## config.mk

```make
export PLATFORM = sky130hd
export DESIGN_NAME = clp_switch
export DESIGN_NICKNAME = d
export VERILOG_FILES = /design/src/rtl/clp_pkg.sv /design/src/rtl/clp_switch.sv /design/src/rtl/clp_param_mem.sv
export SDC_FILE = /design/constraint.sdc
export NUM_CORES = 1
export LEC_CHECK = 0
export BUFFER_PORTS_ARGS = -buffer_cell sky130_fd_sc_hd__buf_4
export CAP_MARGIN = 20
export CORE_MARGIN = 2
export CORE_UTILIZATION = 42
export CTS_CLUSTER_SIZE = 20
export DETAILED_ROUTE_END_ITERATION = 8
export PLACE_DENSITY_LB_ADDON = 0.12
export SLEW_MARGIN = 20
export SYNTH_ARGS = -nofsm -noshare
export SYNTH_HDL_FRONTEND = slang
export SYNTH_SLANG_ARGS = --single-unit
```

## constraint.sdc

```tcl
create_clock -name i_clk_sys -period 3.5 [get_ports i_clk_sys]
set_clock_uncertainty 0.15 [all_clocks]
set_input_delay 0.35 -clock i_clk_sys [delete_from_list [all_inputs] [get_ports i_clk_sys]]
set_output_delay 0.35 -clock i_clk_sys [all_outputs]
set_load 0.005 [all_outputs]
```

## src/rtl/clp_pkg.sv

```systemverilog
// package: constants for the cold load threshold switch
package clp_pkg;
  localparam int DW = 16; // register and parameter data width
  localparam int AW = 12; // register address width
  localparam int TW = 15; // seconds counter width
  // time base
  localparam int SEC_NS = 1000000000;
  localparam int CLK_PERIOD_NS = 50;
  localparam int TICK_CYCLES = SEC_NS / CLK_PERIOD_NS;
  // register addresses
  localparam logic [AW-1:0] A_PRESENT = 12'h075;
  localparam logic [AW-1:0] A_ENABLE = 12'h6a5;
  localparam logic [AW-1:0] A_SOURCE = 12'h6a6;
  localparam logic [AW-1:0] A_ARMING = 12'h6a7;
  localparam logic [AW-1:0] A_ACTIVE = 12'h6a8;
  localparam logic [AW-1:0] A_STOP = 12'h6a9;
  localparam logic [AW-1:0] A_PHASE_BASE = 12'h709;
  localparam logic [AW-1:0] A_GROUND_BASE = 12'h76d;
  localparam logic [AW-1:0] A_STATUS = 12'h0f0;
  localparam int N_PER_SET = 7;
  localparam int N_PARAM = 16;
  localparam logic [3:0] GROUND_IDX0 = 4'h8;
  // field positions
  localparam int F_BIT0 = 0;
  localparam int F_STAT_RAISED = 0;
  localparam int F_STAT_STATE = 1;
  localparam int F_STAT_DEEN = 4;
  localparam int F_STAT_ON = 5;
  // reset values
  localparam logic RST_PRESENT = 1'b0;
  localparam logic RST_ENABLE = 1'b0;
  localparam logic RST_SOURCE = 1'b0; // 0: no current, 1: breaker
  localparam logic [TW-1:0] RST_ARMING = 15'h0e10; // 3600 s
  localparam logic [TW-1:0] RST_ACTIVE = 15'h0e10; // 3600 s
  localparam logic [TW-1:0] RST_STOP = 15'h0258; // 600 s, 0 = infinite
  localparam logic [TW-1:0] MAX_ARMING = 15'h5460; // 21600 s
  localparam logic [TW-1:0] MAX_ACTIVE = 15'h5460;
  localparam logic [TW-1:0] MAX_STOP = 15'h0258;
  localparam logic [TW-1:0] MIN_ACTIVE = 15'h0001;
  // raised set defaults in hundredths: phase 0..6, ground 8..14
  localparam logic [DW-1:0] RST_RAISED [N_PARAM] = '{
    16'h1388, 16'h0000, 16'h03e8, 16'h001e, 16'h02ee, 16'h0032,
    16'h01f4, 16'h0000, 16'h0dac, 16'h0000, 16'h02ee, 16'h001e,
    16'h01f4, 16'h0032, 16'h01f4, 16'h0000};
  typedef enum logic [2:0] {
    CLP_IDLE   = 3'b000,
    CLP_ARMING = 3'b001,
    CLP_ARMED  = 3'b010,
    CLP_ACTIVE = 3'b011,
    CLP_HOLD   = 3'b100
  } clp_state_e;
endpackage

```

## src/rtl/clp_switch.sv

```systemverilog
// cold load threshold switch: sequencer, registers and raised set
// Summary of operation
// (RULE_01) raised thresholds only while the on/off enable is on.
// (RULE_02) breaker source: open breaker contact means de-energized.
// (RULE_03) current source: no current flow means de-energized.
// (RULE_04) raised set only after the full arming delay de-energized.
// (RULE_05) re-energizing starts the active-hold timer.
// (RULE_06) active-hold expiry restores the normal set.
// (RULE_07) re-energizing below normal pickups starts the quiet timer too.
// (RULE_08) quiet timer defeated by infinite setting or block input.
// (RULE_09) restore waits until a picked-up element drops out.
// (RULE_10) block clears all timers and restores the normal set.
// (RULE_11) block during fault on raised set restarts element timers.
// (RULE_12) power-up with open breaker arms on the normal set.
// (RULE_13) feature works only when configured present.
// (RULE_14) separate raised phase set: two stages and inverse element.
// (RULE_15) separate raised ground set: two stages and inverse element.
// (RULE_16) raised set is apart from the four normal groups.
// (RULE_17) arming delay 0 to 21600 s, default 3600 s.
// (RULE_18) active-hold delay 1 to 21600 s, default 3600 s.
// (RULE_19) detection source defaults to current absence.
// (RULE_20) on/off enable defaults to off.
// (RULE_21) timers count seconds from a one-second tick, reset clears.
// (RULE_22) status output shows when the raised set is in effect.
`timescale 1ns/1ns
module clp_switch
  import clp_pkg::*;
#(
  parameter int P_TICK_CYCLES = TICK_CYCLES
) (
  input  wire logic          i_clk_sys,
  input  wire logic          i_arst_n,
  input  wire logic [AW-1:0] i_addr,
  input  wire logic [DW-1:0] i_wdata,
  input  wire logic          i_wr,
  input  wire logic          i_rd,
  output logic      [DW-1:0] o_rdata,
  input  wire logic          i_brk_closed,
  input  wire logic          i_cur_flow,
  input  wire logic          i_below_normal,
  input  wire logic          i_block,
  input  wire logic          i_stop_block,
  input  wire logic          i_elem_pickup,
  input  wire logic [3:0]    i_elem_idx,
  output logic      [DW-1:0] o_elem_param,
  output logic               o_raised_active,
  output logic               o_elem_restart
);
  localparam int CW = $clog2(P_TICK_CYCLES);

  // map a register address onto the raised-set index
  function automatic logic [4:0] param_idx(input logic [AW-1:0] a);
    logic [AW-1:0] dp;
    logic [AW-1:0] dg;
    dp = a - A_PHASE_BASE;
    dg = a - A_GROUND_BASE;
    if (dp < AW'(N_PER_SET)) begin
      param_idx = {1'b1, dp[3:0]};
    end else if (dg < AW'(N_PER_SET)) begin
      param_idx = {1'b1, dg[3:0] + GROUND_IDX0};
    end else begin
      param_idx = 5'h00;
    end
  endfunction

  // keep a time setting inside its range
  function automatic logic [TW-1:0] clamp(input logic [DW-1:0] v,
                                          input logic [TW-1:0] lo,
                                          input logic [TW-1:0] hi);
    if (v > DW'(hi)) begin
      clamp = hi;
    end else if (v < DW'(lo)) begin
      clamp = lo;
    end else begin
      clamp = v[TW-1:0];
    end
  endfunction

  logic          present_q, enable_q, source_q;
  logic [TW-1:0] arming_q, active_q, stop_q;
  logic          brk_s1_q, brk_s2_q, blk_s1_q, blk_s2_q;
  logic          stb_s1_q, stb_s2_q, blk_d_q;
  logic [CW-1:0] tick_cnt_q;
  logic          tick;
  clp_state_e    state_q, state_d;
  logic [TW-1:0] arm_cnt_q, act_cnt_q, stop_cnt_q;
  logic          stop_run_q;
  logic          rd_mem_q, restart_q;
  logic [DW-1:0] rd_reg_q, rd_reg_d, mem_rdata;
  logic [4:0]    widx, ridx;

  // breaker, block and stop-block pins pass two flops; the other pins are used as they come
  always_ff @(posedge i_clk_sys or negedge i_arst_n) begin
    if (!i_arst_n) begin
      {brk_s1_q, brk_s2_q} <= 2'h0;
      {blk_s1_q, blk_s2_q} <= 2'h0;
      {stb_s1_q, stb_s2_q} <= 2'h0;
    end else begin
      {brk_s1_q, brk_s2_q} <= {i_brk_closed, brk_s1_q};
      {blk_s1_q, blk_s2_q} <= {i_block, blk_s1_q};
      {stb_s1_q, stb_s2_q} <= {i_stop_block, stb_s1_q};
    end
  end

  // one-second tick from the system clock
  assign tick = (tick_cnt_q == CW'(P_TICK_CYCLES - 1)); // RULE_21
  always_ff @(posedge i_clk_sys or negedge i_arst_n) begin
    if (!i_arst_n) begin
      tick_cnt_q <= '0;
    end else begin
      tick_cnt_q <= tick ? '0 : tick_cnt_q + 1'b1;
    end
  end

  // decode of conditions
  wire feat_on = present_q & enable_q; // RULE_01 RULE_13
  wire blk = blk_s2_q;
  wire deen = source_q ? !brk_s2_q : !i_cur_flow; // RULE_02 RULE_03
  wire arm_done = (arm_cnt_q >= arming_q); // RULE_04
  wire act_done = (act_cnt_q >= active_q); // RULE_06
  wire stop_off = (stop_q == '0) | stb_s2_q; // RULE_08
  wire stop_done = stop_run_q & !stop_off & (stop_cnt_q >= stop_q);
  wire expire = act_done | stop_done; // RULE_07
  wire raised = (state_q == CLP_ARMED) | (state_q == CLP_ACTIVE)
              | (state_q == CLP_HOLD);
  wire run_ok = feat_on & !blk;

  // sequencer; power-up lands in idle so arming runs on the normal set
  always_comb begin
    state_d = state_q;
    unique case (state_q)
      CLP_IDLE: begin
        if (deen) state_d = CLP_ARMING; // RULE_12
      end
      CLP_ARMING: begin
        if (!deen) state_d = CLP_IDLE;
        else if (arm_done) state_d = CLP_ARMED; // RULE_04
      end
      CLP_ARMED: begin
        if (!deen) state_d = CLP_ACTIVE; // RULE_05
      end
      CLP_ACTIVE: begin
        if (deen) state_d = CLP_ARMED;
        else if (expire) state_d = i_elem_pickup ? CLP_HOLD
                                                 : CLP_IDLE; // RULE_09
      end
      CLP_HOLD: begin
        if (!i_elem_pickup) state_d = CLP_IDLE; // RULE_09
      end
      default: state_d = CLP_IDLE;
    endcase
    if (!run_ok) state_d = CLP_IDLE; // RULE_01 RULE_10 RULE_13
  end

  // timers: counters cleared on entry, block and disable
  always_ff @(posedge i_clk_sys or negedge i_arst_n) begin
    if (!i_arst_n) begin
      state_q <= CLP_IDLE;
      arm_cnt_q <= '0;
      act_cnt_q <= '0;
      stop_cnt_q <= '0;
      stop_run_q <= 1'b0;
    end else begin
      state_q <= state_d;
      if (state_d != CLP_ARMING || state_q != CLP_ARMING) begin
        arm_cnt_q <= '0; // RULE_10
      end else if (tick && !arm_done) begin
        arm_cnt_q <= arm_cnt_q + 1'b1; // RULE_21
      end
      if (state_d != CLP_ACTIVE || state_q != CLP_ACTIVE) begin
        act_cnt_q <= '0; // RULE_05 RULE_10
        stop_cnt_q <= '0;
        stop_run_q <= (state_d == CLP_ACTIVE) & i_below_normal; // RULE_07
      end else if (tick) begin
        if (!act_done) act_cnt_q <= act_cnt_q + 1'b1;
        if (stop_cnt_q != MAX_STOP) stop_cnt_q <= stop_cnt_q + 1'b1;
      end
    end
  end

  // element timers restart on block during a fault on the raised set
  always_ff @(posedge i_clk_sys or negedge i_arst_n) begin
    if (!i_arst_n) begin
      blk_d_q <= 1'b0;
      restart_q <= 1'b0;
    end else begin
      blk_d_q <= blk;
      restart_q <= blk & !blk_d_q & raised & i_elem_pickup; // RULE_11
    end
  end
  assign o_elem_restart = restart_q;
  assign o_raised_active = raised; // RULE_22

  // register writes; time settings are clamped to their ranges
  assign widx = param_idx(i_addr);
  always_ff @(posedge i_clk_sys or negedge i_arst_n) begin
    if (!i_arst_n) begin
      present_q <= RST_PRESENT;
      enable_q <= RST_ENABLE; // RULE_20
      source_q <= RST_SOURCE; // RULE_19
      arming_q <= RST_ARMING; // RULE_17
      active_q <= RST_ACTIVE; // RULE_18
      stop_q <= RST_STOP;
    end else if (i_wr) begin
      if (i_addr == A_PRESENT) present_q <= i_wdata[F_BIT0];
      if (i_addr == A_ENABLE) enable_q <= i_wdata[F_BIT0];
      if (i_addr == A_SOURCE) source_q <= i_wdata[F_BIT0];
      if (i_addr == A_ARMING) begin
        arming_q <= clamp(i_wdata, '0, MAX_ARMING); // RULE_17
      end
      if (i_addr == A_ACTIVE) begin
        active_q <= clamp(i_wdata, MIN_ACTIVE, MAX_ACTIVE); // RULE_18
      end
      if (i_addr == A_STOP) stop_q <= clamp(i_wdata, '0, MAX_STOP);
    end
  end

  // raised set lives apart from the normal groups
  clp_param_mem u_mem (
    .i_clk_sys (i_clk_sys),
    .i_arst_n  (i_arst_n),
    .i_we      (i_wr & widx[4]), // RULE_14 RULE_15 RULE_16
    .i_waddr   (widx[3:0]),
    .i_wdata   (i_wdata),
    .i_raddr_a (ridx[3:0]),
    .o_rdata_a (mem_rdata),
    .i_raddr_b (i_elem_idx),
    .o_rdata_b (o_elem_param)
  );

  // read decode; unmapped addresses read as zero
  assign ridx = param_idx(i_addr);
  always_comb begin
    rd_reg_d = '0;
    if (i_rd) begin
      unique case (i_addr)
        A_PRESENT: rd_reg_d[F_BIT0] = present_q;
        A_ENABLE:  rd_reg_d[F_BIT0] = enable_q;
        A_SOURCE:  rd_reg_d[F_BIT0] = source_q;
        A_ARMING:  rd_reg_d = DW'(arming_q);
        A_ACTIVE:  rd_reg_d = DW'(active_q);
        A_STOP:    rd_reg_d = DW'(stop_q);
        A_STATUS: begin
          rd_reg_d[F_STAT_RAISED] = raised;
          rd_reg_d[F_STAT_STATE +: 3] = state_q;
          rd_reg_d[F_STAT_DEEN] = deen;
          rd_reg_d[F_STAT_ON] = feat_on;
        end
        default:   rd_reg_d = '0;
      endcase
    end
  end

  // read data stand only in the cycle after the strobe
  always_ff @(posedge i_clk_sys or negedge i_arst_n) begin
    if (!i_arst_n) begin
      rd_reg_q <= '0;
      rd_mem_q <= 1'b0;
    end else begin
      rd_reg_q <= rd_reg_d;
      rd_mem_q <= i_rd & ridx[4];
    end
  end
  assign o_rdata = rd_mem_q ? mem_rdata : rd_reg_q;
endmodule // clp_switch

```

## src/rtl/clp_param_mem.sv

```systemverilog
// raised parameter store with two registered read ports
`timescale 1ns/1ns
module clp_param_mem
  import clp_pkg::*;
(
  input  wire logic          i_clk_sys,
  input  wire logic          i_arst_n,
  input  wire logic          i_we,
  input  wire logic [3:0]    i_waddr,
  input  wire logic [DW-1:0] i_wdata,
  input  wire logic [3:0]    i_raddr_a,
  output logic      [DW-1:0] o_rdata_a,
  input  wire logic [3:0]    i_raddr_b,
  output logic      [DW-1:0] o_rdata_b
);
  logic [DW-1:0] mem_q [N_PARAM];

  // small store, so it is reset to the documented defaults
  always_ff @(posedge i_clk_sys or negedge i_arst_n) begin
    if (!i_arst_n) begin
      mem_q <= RST_RAISED;
    end else if (i_we) begin
      mem_q[i_waddr] <= i_wdata;
    end
  end

  // read data come out of registers
  always_ff @(posedge i_clk_sys or negedge i_arst_n) begin
    if (!i_arst_n) begin
      o_rdata_a <= '0;
      o_rdata_b <= '0;
    end else begin
      o_rdata_a <= mem_q[i_raddr_a];
      o_rdata_b <= mem_q[i_raddr_b];
    end
  end
endmodule // clp_param_mem

```

---- Word level (Yosys, flattened, before mapping) ----
Index checks and enable logic that the tools add are counted.
storage, ports and cells
  bits in registers ....................... 435
  output and inout port bits .............. 34
  input bits .............................. 42
cells by class
  $add $sub $neg .......................... 7
  equality and inequality tests ........... 19
  reductions and logical operators ........ 23
  magnitude comparators ................... 12
  bitwise gates (word level) .............. 16
  muxes and demuxes ....................... 41
operator list
  cell                    count
  $bwmux 256              1
  $mux 15                 14
  $bmux 16 s4             2
  $mux 16                 6
  $demux 16 s4            1
  $eq 12x11->1 const B    5
  $add 15x1->15 const B   3
  $ge 15x15->1            3
  $lt 16x1->1 const B     2
  $mux 3                  9
  $pmux 9 s3              1
  $add 25x1->25 const B   1
  $eq 25x25->1 const B    1
  $mux 25                 1
  $lt 12x3->1 const B     2
  $sub 12x11->12 const B  2
  $pmux 5 s4              1
  $gt 16x10->1 const B    1
  $gt 16x15->1 const B    1
  $reduce_and 2->1        8
  $logic_not 15->1        1
  $ne 15x10->1 const B    1
  $pmux 3 s5              1
  $eq 12x7->1 const B     1
  other kinds (21)        49

---- Longest topological paths before layout ----
Gate-level depths: netlist of run 1.
  depth in word-level cells ............... 14
  depth in mapped cells ................... 14

---- Hierarchy ----
A second synthesis of run 1 with hierarchy kept.
unflattened totals
  cell total of the unflattened synthesis .. 1769
  area total of the unflattened synthesis .. 22765.6 um^2
modules (own cells, without submodules)
  module         sequential area each (um^2)  area each (um^2)  cells an instance  times used
  clp_param_mem  7287.0                       14234.9           880                1
  clp_switch     3668.5                       8530.7            889                1

---- Worst setup path after synthesis of run 1 ----
OpenSTA, ideal clock, no wires.
  kind .................................... input to register
  start point ............................. input port i_addr[0]
  end point ............................... register u_mem.mem_q[107] (netlist name)
  required time ........................... 3.225 ns
  slack ................................... -0.119 ns
  arrival time ............................ 3.344 ns
  setup time .............................. 0.125 ns
  buffers on the path ..................... 5
  cell stages on the path ................. 13
  cells stage by stage .................... clkbuf_1 -> clkbuf_1 -> inv_1 -> ha_1 -> clkbuf_1 -> nand3b_1 -> a21oi_1 -> mux2i_1 -> nor2_1 -> buf_2 -> nand4_2 -> clkbuf_1 -> mux2_2
between the ends
  word-level cells in the longest chain between the ends .. 10
RTL lines
  element                                                         RTL line                            text
  from (decl)                                                     clp_switch.sv:33                    input wire logic [AW-1:0] i_addr,
  $sub 12x11->12                                                  clp_switch.sv:56                    dg = a - A_GROUND_BASE;
  $lt 12x3->1 or $add 4x4->4 (tied branches)                      clp_switch.sv:59, clp_switch.sv:60
  $mux 5                                                          clp_switch.sv:59                    end else if (dg < AW'(N_PER_SET)) begin
  $mux 5 (*)                                                      clp_switch.sv:57                    if (dp < AW'(N_PER_SET)) begin
  $not 4->5 (implied by the code)                                 clp_param_mem.sv:23                 mem_q[i_waddr] <= i_wdata;
  $ge 5x5->1 (implied by the code) or $lt 5x1->1 (tied branches)  clp_param_mem.sv:23
  $logic_and 1x1->1 (implied by the code)                         clp_param_mem.sv:23
  $mux 16 (implied by the code)                                   clp_param_mem.sv:23
  $demux 16 s4                                                    clp_param_mem.sv:23
  $bwmux 256                                                      clp_param_mem.sv:23
  to (signal, indexed assignment)                                 clp_param_mem.sv:23
  to (decl)                                                       clp_param_mem.sv:16                 logic [DW-1:0] mem_q [N_PARAM];
Every way passes the cells marked *; elsewhere a longest branch is shown, timed or not.
A chain may end at the register's enable or synchronous reset.

---- Worst setup path in the final report of run 1 ----
  start point ............................. register arming_q[4]
  end point ............................... register arm_cnt_q[14]
between the ends
  word-level cells in the longest chain between the ends .. 8
RTL lines
  element                                       RTL line           text
  from (decl)                                   clp_switch.sv:80   logic [TW-1:0] arming_q, active_q, stop_q;
  from (signal assigned)                        clp_switch.sv:209  arming_q <= clamp(i_wdata, '0, MAX_ARMING);
  $ge 15x15->1 (*)                              clp_switch.sv:119  wire arm_done = (arm_cnt_q >= arming_q);
  $mux 3                                        clp_switch.sv:137  else if (arm_done) state_d = CLP_ARMED;
  $mux 3                                        clp_switch.sv:136  if (!deen) state_d = CLP_IDLE;
  $pmux 3 s5                                    clp_switch.sv:131  unique case (state_q)
  $mux 3                                        clp_switch.sv:152  if (!run_ok) state_d = CLP_IDLE;
  $ne 3x1->1                                    clp_switch.sv:165  if (state_d != CLP_ARMING || state_q != CLP_ARMING) begin
  $logic_or 1x1->1                              clp_switch.sv:165
  $mux 15 or $reduce_bool 2->1 (tied branches)  n/a
  to (signal assigned)                          clp_switch.sv:168  arm_cnt_q <= arm_cnt_q + 1'b1;
  to (decl)                                     clp_switch.sv:86   logic [TW-1:0] arm_cnt_q, act_cnt_q, stop_cnt_q;
Marks and branches as above.

==> results of run 1 <==
-- sequential cells by signal, indices dropped and copies added, names as in the netlist, 3 cells and up --
register         cells
tick_cnt_q          25
stop_cnt_q          15
stop_q              15
u_mem.o_rdata_a     16
u_mem.mem_q        256
arm_cnt_q           15
active_q            15
act_cnt_q           15
arming_q            15
u_mem.o_rdata_b     16
state_q              3
rd_reg_q            15
-- cell type report --
cell class	count	area [µm²]
well taps	688	861
flip-flops and latches	434	11000
clock buffers	77	1530
clock inverters	16	219
multi-input cells	1241	10800
fillers	4606	26400
repair buffers	182	1660
inverters	66	248
-- critical path, stage by stage (launching register included) --
cell and delay (ps):
dfstp_2 550, inv_1 50, ha_1 290, a21o_1 160
a221oi_1 270, o21ai_1 200, a2111oi_4 480, nand4_2 280
or4_1 520, a21oi_1 160
-- cells in the mapped netlist, types with 44 or more instances --
cell / count
a22o_1: 44
dfstp_2: 76
o21ai_0: 91
mux4_2: 80
nor2_1: 103
inv_1: 66
nand2_1: 128
clkbuf_1: 89
mux2_2: 251
a21oi_1: 48
dfrtp_1: 358
ha_1: 55
-- metrics by stage --
stage                     power (mW)  cells  setup slack [ps]  area, µm²  hold WS, ps
after floorplan                 5.39   1857              54.7      22400        -95.6
after global placement          5.71   2597               241      24400          187
after detailed placement        5.72   2597               214      24400          189
after CTS                       11.3   2704               240      26300         3.24
after global routing            11.6   2704              91.4      26300         17.2
final                           11.2   2704               311      26300         9.55
-- report_power, final --
part	internal [mW]	switching, mW
clock network	3.38	2.19
logic	0.184	0.380
registers	5.05	0.0205
-- layer usage --
metal | vias up | track usage | routed length [µm]
met5 | - | 0 | 0
met2 | 646 | 0.368 | 30300
met1 | 8523 | 0.381 | 31900
met3 | 120 | 0.0547 | 5730
li1 | 7188 | - | -
met4 | 0 | 0.0779 | 2110
-- logic make-up after synthesis --
logic type,Yosys count
xor+xnor,57
compound gates,327
mux,367
buf+inv,182
flops,434
simple gates,435
fa+ha+maj,55
-- what timing repair did --
item	CTS	global route
resized for setup	0	1
hold buffers	14	0
setup endpoints to repair	0	1
endpoints found under the hold margin	85	0
-- cells in the final DEF (no fill, tap or decap), drive strengths merged, types with 43 or more instances in the layout --
cell    synthesis  layout
a21oi          48      48
a22o           44      44
inv            66      67
nor2          111     111
o21ai          92      92
ha             55      55
dfstp          76      76
mux4           80      80
buf            27     168
nand2         128     128
dfrtp         358     358
clkbuf         89      77
nand3          43      43
mux2          251     251
-- worst min path at each step --
stage                        to  slack [ps]  cells after the start
2_1_floorplan      act_cnt_q[0]        -100                      0
3_3_place_gp           brk_s2_q         190                      0
3_5_place_dp           brk_s2_q         190                      0
4_1_cts        u_mem.mem_q[179]           3                      2
5_1_grt        u_mem.mem_q[179]          20                      2
6_report       u_mem.mem_q[179]          10                      2
==> out/results.tsv, run 1 <==
metric	value	unit
Final Slew Violations	0	
CP max FO	9	
critical path launch point type	flop	
Critical path origin	arming_q[4]	
Max Cap Viol	0	
DR iter-0 viols	1748	
relative slew slack	0.230	
DP HPWL	47.3	mm
unrepaired setup endpoints after global routing	no	
Tmin final	3190	ps
Synth cell types	72	
Remaining Overflow, GRT	0	
Die X	235	µm
worst skew pair latency	610	ps
Synth Area in Compound Gates	0.104	
status	finished clean	
vias in the first global route	16427	
Avg Inst Size Synth	12.1	µm²
PD cells	426	nW/µm²
WP data arrival	3550	ps
final hold violations	0	
maximum clock insertion buffer count	3	
Port Buffer Count	75	
GPL Wtd Cong	0.852	
WS Path Type	flop to flop	
Setup crit end	arm_cnt_q[14]	
area leader, netlist	dfrtp_1	
post-synthesis sequential area ratio	0.489	
HP Class	primary input to flop	
FF-to-FF path depth	9	
EDFF count, synth	0	
adder-cell share of the synthesized area	0.0307	
Syn Nets	1954	
antenna fix cells	0	
Slew @ Worst Pin	1140	ps
core footprint	52700	µm²
row count	84	
peak supply drop	336	µV
share of flip-flops with an asynchronous set or reset	1.00	
Initial Util	0.426	
Area growth syn-to-layout	17.3	%
setup TNS	0	ps
Via-to-Cell Ratio	6.09	
Util after Layout	0.499	
XOR/XNOR Fraction of Synth Area	0.0223	
post-synthesis cell area	22400	µm²
All-Layer GR Usage	0.254	
reg-to-reg endpoint	arm_cnt_q[14]	
CP required	3860	ps
first-pass GRT wire length	107	mm
mux contribution to synthesized area	0.223	
# setup viols final	0	
Sink Count	434	
LEAKAGE	11.6	nW
Most used DFF post-synth	dfrtp_1	
wire length per cell	25.9	µm
largest family of logic cells by synthesized area	multiplexers	
First-pass DRT Iterations	7	
warnings from Yosys	0	
CTS clock-pin slew for the worst setup and hold paths	60	ps
antenna violations before repair	0	
reg2reg start	arming_q[4]	
CTS tree	done	
pin count of the biggest net entering global routing	88	
simple-gate share of the synthesized area	0.0989	
final wirelength	70.1	mm
Die H	235	µm
layout cells sized above 1	0.349	
Inserted Clock Buffers	50	
Final nets	2072	
Worst Setup End Kind	flop	
H-tree levels	2	
Synth area leaders	dfrtp_1 (40%), mux2_2 (13%), dfstp_2 (8.9%), mux4_2 (8.0%), ha_1 (3.1%)	
hold_sp	i_wdata[3]	
DRC	0	
fmax	314	MHz
Mapped Cells	1857	
DR vias	16477	
part of the cycle the worst path needs	0.911	
synthesis-stage register bit count	434	
Worst R2R Setup Slack	310	ps
root buffer cell	clkbuf_16	
setup bufs post-CTS	0	
DIE AREA	55200	µm²
post-route ant nets	0	
share of the synthesized area in the top cell type	0.400	
I/O Pins	76	
Note: power is estimated with default switching activity, not from simulation.
==> run 2: changes to the inputs <==
--- a/config.mk
+++ b/config.mk
@@ -12,6 +12,7 @@
 export CTS_CLUSTER_SIZE = 20
 export DETAILED_ROUTE_END_ITERATION = 8
 export PLACE_DENSITY_LB_ADDON = 0.12
+export REMOVE_ABC_BUFFERS = 1
 export SLEW_MARGIN = 20
 export SYNTH_ARGS = -nofsm -noshare
 export SYNTH_HDL_FRONTEND = slang
==> out/results.tsv, run 2 (synthesis results as in run 1) <==
metric	value	unit
PD cells	420	nW/µm²
Regs by FF count	u_mem.mem_q (256), tick_cnt_q (25)	
Die X	235	µm
DIE AREA	55200	µm²
Die H	235	µm
First-pass DRT Iterations	6	
status	finished clean	
antenna violations before repair	0	
relative slew slack	0.371	
LEAKAGE	11.5	nW
setup bufs post-CTS	0	
Port Buffer Count	75	
Final Slew Violations	0	
Final WS setup	234	ps
WL met3	4.03	mm
CTS-repair resized insts	0	
HP Class	primary input to flop	
part of the cycle the worst path needs	0.933	
final wirelength	69.3	mm
highest routed layer	met4	
Inserted Clock Buffers	50	
unrepaired setup endpoints after global routing	no	
DR vias	16282	
critical path launch point type	flop	
peak supply drop	311	µV
routed wl met2	33.8	mm
Biggest register	u_mem.mem_q	
GPL Wtd Cong	0.838	
I/O Pins	76	
Remaining Overflow, GRT	0	
fill cell count	4643	
Hold-fix buffers, CTS	18	
# setup viols final	0	
root buffer cell	clkbuf_16	
Util after Layout	0.496	
DP HPWL	45.5	mm
layout cells sized above 1	0.341	
Worst Setup End Kind	flop	
CP required	3860	ps
commonest non-fill, non-tap cell in the layout	dfrtp_1	
worst skew pair latency	620	ps
All-Layer GR Usage	0.252	
wire length per cell	25.7	µm
WS Path Type	flop to flop	
first-pass GRT wire length	106	mm
Place WS	192	ps
most frequent cells in the layout	dfrtp_1 (358), mux2_2 (251), buf_4 (135), nand2_1 (128), nor2_1 (102)	
CTS tree	done	
post-route ant nets	0	
DR iter-0 viols	1412	
Final nets	2065	
Slew @ Worst Pin	944	ps
Max Cap Viol	0	
Via-to-Cell Ratio	6.04	
row count	84	
H-tree levels	2	
slowest stage delay, CP	540	ps
CP max FO	9	
core footprint	52700	µm²
crit path max-delay cell type	dfstp_2	
Tmin final	3270	ps
Area growth syn-to-layout	16.7	%
Sink Count	434	
vias in the first global route	16851	
fmax	306	MHz
CTS clock-pin slew for the worst setup and hold paths	60	ps
pin count of the biggest net entering global routing	81	
Initial Util	0.426	
WL met1	29.2	mm
critical path buffer and inverter count	1	
antenna fix cells	0	
final hold violations	0	
WP data arrival	3630	ps
CP Cell Sequence	inv_1, ha_1, a21o_1, a221oi_1, o21ai_0, a2111oi_4, nand4_2, or4_1, a21oi_1	
Fin Hold WS	32.9	ps
CP top delay family	compound AO/OA/AOI/OAI gates	
maximum clock insertion buffer count	3	
DRC	0	
Largest register FFs	256	
==> run 2: cell count changes in the layout (fill, tap and decap cells not counted), sizes merged <==
cell	before	now
clkinv	9	5
clkinvlp	1	3
bufinv	5	4
buf	168	156
dlygate4sd3	14	18
clkbuf	77	79
==> run 2: per-stage QoR <==
stage | std cells | cell area (µm²) | TNS, ps | power [mW]
3_5_place_dp | 2585 | 24300 | 0 | 5.71
2_1_floorplan | 1741 | 21900 | -61180 | 5.31
6_report | 2695 | 26100 | 0 | 11.0
5_1_grt | 2695 | 26100 | 0 | 11.3
4_1_cts | 2694 | 26100 | 0 | 11.1
3_3_place_gp | 2585 | 24300 | 0 | 5.71
==> run 2: report_power, final <==
part	internal (mW)	switching, mW
logic	0.188	0.378
clock network	3.15	2.18
registers	5.05	0.0198
==> run 2: final timing paths <==
check	startpoint	endpoint	slack (ps)	cells past startpoint
worst max-delay path	arming_q[4]	arm_cnt_q[14]	230	9
worst min-delay path	i_wr	stop_q[10]	30	2
worst max register to register	arming_q[4]	arm_cnt_q[14]	230	9
worst min register to register	blk_s1_q	blk	200	0
max in group asynchronous	i_arst_n	u_mem.mem_q[185]	2050	4
min in group asynchronous	i_arst_n	tick_cnt_q[19]	140	2
==> run 2: cell type report <==
type	count	area, µm²	area share
clock inverter	13	199	0.00761
timing repair buffer	175	1620	0.0619
inverter	66	248	0.00948
tap	688	861	0.0329
clock buffer	78	1460	0.0557
sequential	434	11000	0.419
multi-input combinational	1241	10800	0.413
==> run 2: metal layers <==
| metal | vias up | global-route usage |
|---|---|---|
| met2 | 562 | 0.419 |
| met5 | - | 0 |
| li1 | 7179 | - |
| met3 | 146 | 0.0385 |
| met1 | 8395 | 0.336 |
| met4 | 0 | 0.0888 |
==> run 3: changes to the inputs <==
--- a/config.mk
+++ b/config.mk
@@ -7,6 +7,8 @@
 export LEC_CHECK = 0
 export BUFFER_PORTS_ARGS = -buffer_cell sky130_fd_sc_hd__buf_4
 export CAP_MARGIN = 20
+export CELL_PAD_IN_SITES_DETAIL_PLACEMENT = 1
+export CELL_PAD_IN_SITES_GLOBAL_PLACEMENT = 1
 export CORE_MARGIN = 2
 export CORE_UTILIZATION = 42
 export CTS_CLUSTER_SIZE = 20
==> out/results.tsv, run 3 (synthesis results as in run 1) <==
metric	value	unit
status	finished clean	
final wirelength	73.0	mm
worst skew pair latency	600	ps
dpl cells	2599	
slowest stage delay, CP	550	ps
unrepaired setup endpoints after global routing	no	
Slew @ Worst Pin	1080	ps
pin count of the biggest net entering global routing	94	
relative slew slack	0.276	
CP max FO	9	
Die H	235	µm
antenna violations before repair	0	
most frequent cells in the layout	dfrtp_1 (358), mux2_2 (251), buf_4 (161), nand2_1 (128), nor2_1 (103)	
Regs by FF count	u_mem.mem_q (256), tick_cnt_q (25)	
CP required	3860	ps
Initial Util	0.426	
Worst R2R Setup Slack	290	ps
CTS tree	done	
Max Cap Viol	0	
row count	84	
wire length per cell	27.0	µm
# setup viols final	0	
fill cell count	5440	
Switch Pwr	2.60	mW
vias in the first global route	17667	
Port Buffer Count	75	
Area growth syn-to-layout	16.7	%
All-Layer GR Usage	0.266	
Final Slew Violations	0	
layout cells sized above 1	0.348	
clock share of power	0.493	
commonest non-fill, non-tap cell in the layout	dfrtp_1	
Final WS setup	291	ps
CP top delay family	compound AO/OA/AOI/OAI gates	
HP Class	primary input to flop	
WP data arrival	3570	ps
WS Path Type	flop to flop	
Remaining Overflow, GRT	0	
maximum clock insertion buffer count	3	
non-filler cells, final	2708	
I/O Pins	76	
crit path max-delay cell type	dfstp_2	
Pwr Total	11.1	mW
Reg power frac	0.457	
root buffer cell	clkbuf_16	
first-pass GRT wire length	112	mm
CTS clock-pin slew for the worst setup and hold paths	60	ps
final hold violations	0	
Largest register FFs	256	
Place WS	127	ps
DR vias	16443	
LEAKAGE	11.6	nW
First-pass DRT Iterations	7	
core footprint	52700	µm²
part of the cycle the worst path needs	0.917	
Biggest register	u_mem.mem_q	
Die X	235	µm
Via-to-Cell Ratio	6.07	
Final nets	2075	
Logic pwr share	0.050	
Tmin final	3210	ps
DRC	0	
post-route ant nets	0	
critical path launch point type	flop	
Sink Count	434	
fmax	312	MHz
antenna fix cells	0	
H-tree levels	2	
DP HPWL	50.7	mm
critical path buffer and inverter count	1	
Inserted Clock Buffers	50	
DIE AREA	55200	µm²
Worst Setup End Kind	flop	
DR iter-0 viols	1051	
GPL Wtd Cong	0.882	
CP Cell Sequence	inv_1, ha_1, a21o_1, a221oi_1, o21ai_1, a2111oi_4, nand4_2, or4_1, a21oi_1	
P_int	8.51	mW
PD cells	425	nW/µm²
sw frac	0.234	
peak supply drop	348	µV
-- run 3: cell types whose count changed in the layout (fill, tap and decap cells not counted), moves of 2 or more --
cell / before / now
clkinv_2: 4 / 11
clkbuf_8: 10 / 7
bufinv_16: 4 / 6
nor4_2: 9 / 6
buf_12: 20 / 9
dlygate4sd3_1: 18 / 14
buf_4: 135 / 161
clkbuf_1: 18 / 15
nor4_4: 2 / 5
-- run 3: power groups by stage --
stage	Combinational (mW)	Sequential [mW]	Clock, mW
after global routing	0.606	5.07	5.80
after detailed placement	0.551	5.16	0
after global placement	0.543	5.16	0
final	0.560	5.07	5.48
after CTS	0.566	5.07	5.61
after floorplan	0.160	5.15	0
-- run 3: final cells by class --
cell class / count / area, µm² / area share
clock buffers: 73 / 1430 / 0.0547
repair buffers: 185 / 1540 / 0.0591
flip-flops and latches: 434 / 11000 / 0.419
inverters: 66 / 248 / 0.00948
multi-input cells: 1241 / 10800 / 0.414
well taps: 688 / 861 / 0.0329
clock inverters: 21 / 279 / 0.0107
-- run 3: repair_timing --
| action | in CTS | in global routing |
|---|---|---|
| endpoints found under the hold margin | 231 | 0 |
| setup buffers | 0 | 1 |
| resized for setup | 0 | 1 |
| setup endpoints to repair | 0 | 4 |
| hold buffers | 14 | 0 |
-- run 3: through the flow --
stage               area (µm²)  TNS, ps  hold slack (ps)  utilization
floorplan                21900   -61180            -95.6            -
global placement         24300        0              154        0.461
detailed placement       24300        0              147        0.461
CTS                      26100        0             1.14        0.496
global route             26100        0             36.5        0.496
finish                   26100        0             44.0        0.496
-- run 3: worst paths after layout --
kind,start,to,depth (start not counted)
min in group asynchronous,i_arst_n,act_cnt_q[5],2
max reg2reg,arming_q[4],arm_cnt_q[14],9
max in group asynchronous,i_arst_n,u_mem.o_rdata_a[2],3
min reg2reg,stb_s1_q,stb_s2_q,0
max,arming_q[4],arm_cnt_q[14],9
min,i_wdata[13],u_mem.mem_q[29],2
-- run 3: routing by layer --
metal / global-route usage / vias to the layer above / part of all wire
met2: 0.432 / 475 / 0.48
met3: 0.0547 / 138 / 0.056
met4: 0.105 / 0 / 0.039
li1: - / 7200 / -
met5: 0 / - / 0
met1: 0.351 / 8630 / 0.43
